### config.mk
export PLATFORM = sky130hd
export DESIGN_NAME = cpu_register_flags
export DESIGN_NICKNAME = d
export VERILOG_FILES = /design/src/shared/regflags_pkg.sv /design/src/core/cpu_register_flags.sv
export SDC_FILE = /design/constraint.sdc
export NUM_CORES = 1
export LEC_CHECK = 0
export BUFFER_PORTS_ARGS = -buffer_cell sky130_fd_sc_hd__buf_2
export CAP_MARGIN = 20
export CELL_PAD_IN_SITES_DETAIL_PLACEMENT = 1
export CELL_PAD_IN_SITES_GLOBAL_PLACEMENT = 2
export CORE_MARGIN = 2
export CORE_UTILIZATION = 43
export DETAILED_ROUTE_END_ITERATION = 6
export PLACE_DENSITY_LB_ADDON = 0.1
export SYNTH_ARGS = -nofsm -noshare
export SYNTH_HDL_FRONTEND = slang
export SYNTH_SLANG_ARGS = --single-unit
### constraint.sdc
create_clock -name clk -period 11.04 [get_ports clk]
set_input_delay 0.552 -clock clk [delete_from_list [all_inputs] [get_ports clk]]
set_output_delay 0.552 -clock clk [all_outputs]
set_load 0.005 [all_outputs]
### src/shared/regflags_pkg.sv
// Package: register map, flag layout, command and state types of the register/flags block
`default_nettype none
package regflags_pkg;
	localparam int DW = 16;
	localparam int NGPR = 8;
	localparam int NSEG = 4;
	localparam int NSTS = 2;
	// APB byte addresses
	localparam logic [7:0] A_FLAGS = 8'h00;
	localparam logic [7:0] A_IP = 8'h04;
	localparam logic [7:0] A_CMD = 8'h08;
	localparam logic [7:0] A_STS = 8'h0C;
	localparam logic [7:0] A_CLR = 8'h10;
	localparam logic [7:0] A_IEN = 8'h14;
	localparam logic [7:0] A_VEC = 8'h18;
	// General registers at 0x20..0x3C, segment registers at 0x40..0x4C
	localparam logic [2:0] A_GPR_HI = 3'h1;
	localparam logic [3:0] A_SEG_HI = 4'h4;
	// Flag bit positions
	localparam int CARRY_BIT = 0;
	localparam int PARITY_BIT = 2;
	localparam int AUX_BIT = 4;
	localparam int ZERO_BIT = 6;
	localparam int SIGN_BIT = 7;
	localparam int STEP_BIT = 8;
	localparam int IEN_BIT = 9;
	localparam int DIR_BIT = 10;
	localparam int OVF_BIT = 11;
	localparam logic [15:0] FLAGS_WMASK = 16'h0FD5;
	localparam int BYTE_MSB = 7;
	localparam int WORD_MSB = 15;
	localparam int NIB = 4;
	// Status bits
	localparam int STS_STEP = 0;
	localparam int STS_INTR = 1;
	// String index registers and their step sizes
	localparam int IDX_SRC = 6;
	localparam int IDX_DST = 7;
	localparam logic [15:0] STEP_B = 16'h0001;
	localparam logic [15:0] STEP_W = 16'h0002;

	typedef enum logic [2:0] {OP_ADD, OP_ADC, OP_SUB, OP_SBB, OP_AND, OP_OR, OP_XOR, OP_STR} alu_op_t;

	typedef struct packed {
		logic [21:0] rsv;
		logic [2:0] src;
		logic [2:0] dst;
		logic byte_op;
		alu_op_t op;
	} cmd_t;

	typedef struct packed {
		logic psel;
		logic penable;
		logic pwrite;
		logic [7:0] paddr;
		logic [31:0] pwdata;
	} apb_req_t;

	typedef struct packed {
		logic [31:0] prdata;
		logic pready;
		logic pslverr;
	} apb_rsp_t;

	typedef struct packed {
		logic [15:0] flags;
		logic [15:0] ip;
		logic [15:0] vec;
		logic [NGPR-1:0][15:0] gpr;
		logic [NSEG-1:0][15:0] seg;
		logic [NSTS-1:0] sts;
		logic [NSTS-1:0] ien;
		apb_rsp_t rsp;
		logic irq;
		logic [2:0] sync;
		logic lvl;
		logic served;
	} state_t;

	localparam state_t ST_RST = '0;
endpackage
`default_nettype wire

### src/core/cpu_register_flags.sv
// Program-visible register set with flags word, ALU flag logic and APB slave
// Operation
// RULE1 - Carry flag follows carry out of or borrow into the result's top bit.
// RULE2 - Parity flag is set when the low result byte has an even count of ones.
// RULE3 - Aux carry flag follows carry or borrow across the low nibble.
// RULE4 - Zero flag is set exactly when every result bit is zero.
// RULE5 - Sign flag copies the result's top bit.
// RULE6 - Overflow flag marks a signed result that does not fit the operand size.
// RULE7 - With single-step set, a step interrupt follows the next instruction and clears that flag.
// RULE8 - Maskable interrupts are accepted only while the interrupt enable flag is set.
// RULE9 - String steps decrement the index registers when the direction flag is set, else increment.
// RULE10 - All status and control flags live in one 16-bit word at fixed bit positions.
// RULE11 - Eight 16-bit general registers exist, four of them also usable as two byte halves.
// RULE12 - Four 16-bit segment registers are provided.
// RULE13 - An instruction pointer holds the offset of the next instruction.
// RULE14 - All state is held without loss while the clock is stopped.
// RULE15 - Result flags update in the same cycle as the result write; other flags stay.
//
// Our own choices: the APB interface to the registers and the address map.
`timescale 1ns/1ps
`default_nettype none
module cpu_register_flags (
	input wire logic clk, // 10 MHz clock
	input wire logic nrst, // Synchronous reset, active low
	input wire regflags_pkg::apb_req_t apb_req, // APB request
	output var regflags_pkg::apb_rsp_t apb_rsp, // APB answer
	input wire logic intr_pin, // Maskable interrupt request pin
	output logic irq, // Level interrupt
	output logic [15:0] flags_out // Flags word
);
	import regflags_pkg::*;

	state_t s;
	state_t n;
	cmd_t cmd;
	logic setup;
	logic acc;
	logic wr;
	logic exec;
	logic hit;
	logic gwin;
	logic swin;
	logic cin;
	logic sub;
	logic arith;
	logic cy;
	logic am;
	logic bm;
	logic rm;
	logic [15:0] opa;
	logic [15:0] opb;
	logic [15:0] res;
	logic [15:0] stp;
	logic [16:0] r;
	logic [31:0] rd;

	// Operand fetch; byte mode picks a half of the first four registers
	function automatic logic [15:0] get_op(input state_t st, input logic bo, input logic [2:0] i);
		get_op = st.gpr[i];
		if (bo) begin
			if (i[2]) begin
				get_op = {8'h00, st.gpr[{1'b0, i[1:0]}][15:8]};
			end else begin
				get_op = {8'h00, st.gpr[{1'b0, i[1:0]}][7:0]};
			end
		end
	endfunction

	// Whole next-state computation
	always_comb begin
		n = s;
		setup = apb_req.psel & ~apb_req.penable;
		acc = apb_req.psel & apb_req.penable & s.rsp.pready;
		wr = acc & apb_req.pwrite;
		cmd = cmd_t'(apb_req.pwdata);
		gwin = apb_req.paddr[7:5] == A_GPR_HI;
		swin = apb_req.paddr[7:4] == A_SEG_HI;
		hit = (apb_req.paddr[1:0] == 2'h0) & ((apb_req.paddr <= A_VEC) | gwin | swin);
		exec = wr & (apb_req.paddr == A_CMD);
		opa = get_op(s, cmd.byte_op, cmd.dst);
		opb = get_op(s, cmd.byte_op, cmd.src);
		sub = (cmd.op == OP_SUB) | (cmd.op == OP_SBB);
		arith = (cmd.op == OP_ADD) | (cmd.op == OP_ADC) | sub;
		cin = s.flags[CARRY_BIT] & ((cmd.op == OP_ADC) | (cmd.op == OP_SBB));
		// 17-bit result keeps carry or borrow out of a word
		case (cmd.op)
			OP_ADD, OP_ADC: begin
				r = {1'b0, opa} + {1'b0, opb} + {16'h0000, cin};
			end
			OP_SUB, OP_SBB: begin
				r = {1'b0, opa} - {1'b0, opb} - {16'h0000, cin};
			end
			OP_AND: begin
				r = {1'b0, opa & opb};
			end
			OP_OR: begin
				r = {1'b0, opa | opb};
			end
			OP_XOR: begin
				r = {1'b0, opa ^ opb};
			end
			default: begin
				r = '0;
			end
		endcase
		// Zero-extended bytes make a borrow show at bit 8 as well
		cy = cmd.byte_op ? r[BYTE_MSB+1] : r[WORD_MSB+1]; // RULE1
		am = cmd.byte_op ? opa[BYTE_MSB] : opa[WORD_MSB];
		bm = cmd.byte_op ? opb[BYTE_MSB] : opb[WORD_MSB];
		rm = cmd.byte_op ? r[BYTE_MSB] : r[WORD_MSB];
		res = cmd.byte_op ? {8'h00, r[7:0]} : r[15:0];
		stp = cmd.byte_op ? STEP_B : STEP_W;

		// APB read data latched in setup, so pready rises in the access cycle
		rd = '0;
		case (apb_req.paddr)
			A_FLAGS: begin
				rd = {16'h0000, s.flags};
			end
			A_IP: begin
				rd = {16'h0000, s.ip};
			end
			A_STS: begin
				rd = {30'h0, s.sts};
			end
			A_IEN: begin
				rd = {30'h0, s.ien};
			end
			A_VEC: begin
				rd = {16'h0000, s.vec};
			end
			default: begin
				if (gwin) begin
					rd = {16'h0000, s.gpr[apb_req.paddr[4:2]]};
				end else if (swin) begin
					rd = {16'h0000, s.seg[apb_req.paddr[3:2]]};
				end
			end
		endcase
		n.rsp.pready = setup;
		if (setup) begin
			n.rsp.prdata = hit ? rd : '0;
			n.rsp.pslverr = ~hit;
		end

		// Register writes; unmapped addresses are answered with pslverr and ignored
		if (wr & hit) begin
			case (apb_req.paddr)
				A_FLAGS: begin
					n.flags = apb_req.pwdata[15:0] & FLAGS_WMASK; // RULE10
				end
				A_IP: begin
					n.ip = apb_req.pwdata[15:0]; // RULE13
				end
				A_CLR: begin
					n.sts = s.sts & ~apb_req.pwdata[NSTS-1:0];
				end
				A_IEN: begin
					n.ien = apb_req.pwdata[NSTS-1:0];
				end
				A_VEC: begin
					n.vec = apb_req.pwdata[15:0];
				end
				default: begin
					if (gwin) begin
						n.gpr[apb_req.paddr[4:2]] = apb_req.pwdata[15:0]; // RULE11
					end else if (swin) begin
						n.seg[apb_req.paddr[3:2]] = apb_req.pwdata[15:0]; // RULE12
					end
				end
			endcase
		end

		// One command is one instruction
		if (exec) begin
			if (cmd.op == OP_STR) begin
				if (s.flags[DIR_BIT]) begin
					n.gpr[IDX_SRC] = s.gpr[IDX_SRC] - stp; // RULE9
					n.gpr[IDX_DST] = s.gpr[IDX_DST] - stp; // RULE9
				end else begin
					n.gpr[IDX_SRC] = s.gpr[IDX_SRC] + stp; // RULE9
					n.gpr[IDX_DST] = s.gpr[IDX_DST] + stp; // RULE9
				end
			end else begin
				// Result and flags land on the same edge
				if (!cmd.byte_op) begin
					n.gpr[cmd.dst] = r[15:0]; // RULE15
				end else if (cmd.dst[2]) begin
					n.gpr[{1'b0, cmd.dst[1:0]}][15:8] = r[7:0]; // RULE11
				end else begin
					n.gpr[{1'b0, cmd.dst[1:0]}][7:0] = r[7:0]; // RULE11
				end
				n.flags[CARRY_BIT] = arith & cy; // RULE1
				n.flags[PARITY_BIT] = ~^res[7:0]; // RULE2
				n.flags[AUX_BIT] = arith & (opa[NIB] ^ opb[NIB] ^ r[NIB]); // RULE3
				n.flags[ZERO_BIT] = res == 16'h0000; // RULE4
				n.flags[SIGN_BIT] = rm; // RULE5
				// Same signs in, other sign out; subtraction flips the rule
				if (sub) begin
					n.flags[OVF_BIT] = (am != bm) & (rm != am); // RULE6
				end else begin
					n.flags[OVF_BIT] = arith & (am == bm) & (rm != am); // RULE6
				end
			end
			// Step trap is taken right after the instruction
			if (s.flags[STEP_BIT]) begin
				n.flags[STEP_BIT] = 1'b0; // RULE7
				n.sts[STS_STEP] = 1'b1; // RULE7
			end
		end

		// Pin synchroniser; level changes once stages two and three agree
		n.sync = {s.sync[1:0], intr_pin};
		if (s.sync[2] == s.sync[1]) begin
			n.lvl = s.sync[1];
		end
		// One acceptance per request level; a masked request waits
		if (!s.lvl) begin
			n.served = 1'b0;
		end else if (!s.served & s.flags[IEN_BIT] & ~exec) begin
			n.ip = s.vec; // RULE8
			n.flags[IEN_BIT] = 1'b0; // RULE8
			n.served = 1'b1;
			n.sts[STS_INTR] = 1'b1; // RULE8
		end
		n.irq = |(n.sts & n.ien);
	end

	// Plain static flops; nothing decays with the clock stopped
	always_ff @(posedge clk) begin
		if (!nrst) begin
			s <= ST_RST;
		end else begin
			s <= n; // RULE14
		end
	end

	assign apb_rsp = s.rsp;
	assign irq = s.irq;
	assign flags_out = s.flags;
endmodule
`default_nettype wire

==> results.md <==
- Pwr per Cell Area: 107 nW/um^2
- H-tree levels: 1
- Predominant post-synthesis flop cell: dfxtp_1
- Fmax: 0.153 GHz
- Xor and xnor area share after synthesis: 0.0210
- Clock power share: 0.441
- CP arrival: roughly 7.0 ns
- Final wirelength: between 80000 and 90000 um
- GRT Total Usage: 0.342
- Cts repair resizes: 0
- Most frequent cells in the layout: 261 x dfxtp_1, 254 x nor2_1, 215 x nand2_1, 191 x mux2i_1, 113 x a21oi_1
- CTS root buffer: clkbuf_16
- First DRT Iteration DRCs: 2095
- Worst EP required: 11.53 ns
- Routability cong.: between 0.8 and 0.9
- Initial Util: 0.433
- Comb pwr share: 0.149
- Yosys warns: 0
- Cell count after synthesis: approximately 2300
- Critical path type: in2reg
- Main combinational cell family by area after synthesis: multiplexers
- Hold Vio Cnt, Final: 0
- Vias/cell: between 6 and 7
- Final Max Tran Viols: 0
- Setup TNS: 0 ns
- Crit-path cells: buf_2 -> buf_4 -> mux4_2 -> mux2i_1 -> a21o_1 -> inv_1 -> fa_1 -> inv_1 -> ha_1 -> or2_2 -> fa_1 -> o21ai_1 -> nor2b_1 -> xnor2_1 -> nand2_1 -> o21ai_0 -> o21ai_1 -> buf_4 -> ha_1 -> a41oi_1 -> a211oi_1 -> nand4_1 -> o41ai_1
- Die Area: 48400 um^2
- Slowest Stage Delay on Critical Path: 0.66 ns
- Post-synthesis simple-gate area fraction: 0.151
- DRC: 0
- Peak supply drop: 0.106 mV
- CTS tree: yes
- Post-CTS Setup Inserts: 0
- Slew HR: 0.231
- DR pass1 iterations: 6
- Synth Register Bits: between 200 and 300
- Switching Fraction: 0.302
- Number of global-route vias before repair: between 15000 and 20000
- Sequential fraction of the synthesis area: 0.261
- CP startpoint kind: input pin
- Layout filler cell count: 5400
- Setup crit end kind: flop
- Final worst path period share: 0.591
- PortBufs: between 50 and 60
- Synth top area share: 0.261
- Synth area leader: dfxtp_1
- Global-route wire length before repair: 123000 um
- GRT overflow: 0
- DPL Wire Length: roughly 56000 um
- Psw: between 0.0006 and 0.0007 W
- DR vias: between 15000 and 20000
- CTS Buf Count: 31
- Die Y: about 220 um
- Initial antenna violation count: 4
- Top post-synthesis cells by area: dfxtp_1 26%, mux4_2 13%, mux2i_1 9.5%
- Seq pwr share: 0.411
- Post-synth ARST share: 0
- Hold Buf Count CTS: 0
- Netlist cell types: 85
- Mean area per synthesized cell: roughly 9 um^2
- Layout cells sized above 1: 0.149
- Setup Skew: 0.00997 ns
- Compound-gate portion of the synthesized area: 0.195
- Pin slew with the least headroom to its limit: 1.15 ns
- Mux cell area share after synthesis: 0.237
- Clock Latency Late Sink: between 0.5 and 0.6 ns
- Number of synthesized flops with an enable pin: 0
- Internal Power: 0.00160 W
- WL/cell: 29.1 um
- Synthesis-to-finish area growth: 7.38%
- Final Critical Period: between 6 and 7 ns
- Most common cell after layout, fill and taps aside: dfxtp_1
- Post-synthesis adder-cell area fraction: 0.0659
- Antenna Violating Nets Remaining: 0
- CP max stage cell: buf_2
- Largest net degree at the start of global routing: between 80 and 90
- CTS Buffer Depth: 3
- Setup violations, final: 0
- Leakage Power: ~8.4 nW
- Clock net sink count: ~260
- Max_cap viols: 0
- Core Rows: 79
- RSZ-0062 raised after global routing: false
- Cell Count, Final, Fillers Out: 2858
- Crit-path max FO: 24
- Hold Crit Class: in2reg
- Placed insts: 2802
- DIE WIDTH: 220 um
- Status: finished, final reports clean
- Core area: 46300 um^2
- NumNets Final: between 2000 and 2500
- # IOs: 97
- Synthesized area: 20000 um^2
- Clk slew on worst S/H paths: 0.06 ns
[area by class of cell]
| cell class | count | area (um^2) | area share |
|---|---|---|---|
| antenna | 2 | 5.00 | 0.000233 |
| clock buffer | 42 | 897 | 0.0417 |
| clock inverter | 12 | 73.8 | 0.00343 |
| inverter | 81 | 309 | 0.0144 |
| multi-input combinational | 1741 | 13600 | 0.630 |
| sequential | 261 | 5230 | 0.243 |
| tap | 607 | 759 | 0.0353 |
| timing repair buffer | 112 | 703 | 0.0327 |
[stage by stage]
stage	area, um^2	utilization	hold WS (ns)	total power, W	setup slack (ns)
floorplan	20100	-	0.412	0.00117	4.79
global placement	20500	0.444	0.431	0.00129	4.04
detailed placement	20500	0.444	0.427	0.00130	3.97
CTS	21500	0.465	0.152	0.00229	4.57
global route	21500	0.465	0.185	0.00236	4.04
finish	21500	0.465	0.170	0.00230	4.51
[cells by family (layout without fill, tap and decap cells)]
group,count (synthesis),after routing
AOI/OAI and AO/OA,570,570
DFF,261,261
adders and majority gates,102,102
muxes,330,330
other,1,25
xor gates and xnor gates,48,48
buffers and inverters,304,247
and+or+nand+nor,668,668
[cell usage after synthesis, drive strengths merged, types with 7 or more instances]
library cell  count
o22ai            38
and2             16
o221ai           11
a221oi           30
a21o             29
nand2b           20
or3               9
buf             108
a311oi           13
mux4            112
nor2b            36
nand3            35
mux2i           191
clkbuf          115
inv              79
nor2            261
o21a             17
nor4              7
xor2             15
dfxtp           261
nand2           215
o31ai             8
a31oi            11
o211ai           17
a22oi            27
mux2             27
ha               96
o21ai            84
a22o             14
xnor2            33
a21oi           113
nor3             37
a211oi          101
[metal layers]
metal  track usage  vias up  share of wire
met5             0        -        0.00031
met4         0.149        4          0.050
met3        0.0733      185          0.085
met2         0.527      833           0.44
met1         0.461     9432           0.43
li1              -     8228              -
[worst paths after layout]
path,endpoint,cells past startpoint,startpoint,slack [ns]
setup / recovery,flags_out[6]$_SDFF_PN0_,23,apb_req[7],4.51
hold / removal,n[3]$_SDFF_PN0_,2,intr_pin,0.17
setup reg to reg,flags_out[6]$_SDFF_PN0_,21,s[220]$_SDFF_PN0_,5.35
hold reg to reg,n[4]$_SDFF_PN0_,1,n[3]$_SDFF_PN0_,0.44
[power groups by stage]
stage	sequential (W)	clock, W	combinational, W
after floorplan	0.000964	0	0.000209
after global placement	0.000964	0	0.000327
after detailed placement	0.000964	0	0.000332
after CTS	0.000943	0.00102	0.000334
after global routing	0.000943	0.00106	0.000357
final	0.000943	0.00101	0.000341
[critical path: cells and delay by family]
kind                     cells  cell delay (ns)
buffers and inverters        5             1.70
AO/OA/AOI/OAI                7             1.65
AND/OR/NAND/NOR              4             0.71
multiplexers                 2             0.86
XOR/XNOR                     1             0.08
adder cells (fa/ha/maj)      4             1.42
Power figures use the tool's default switching activity.
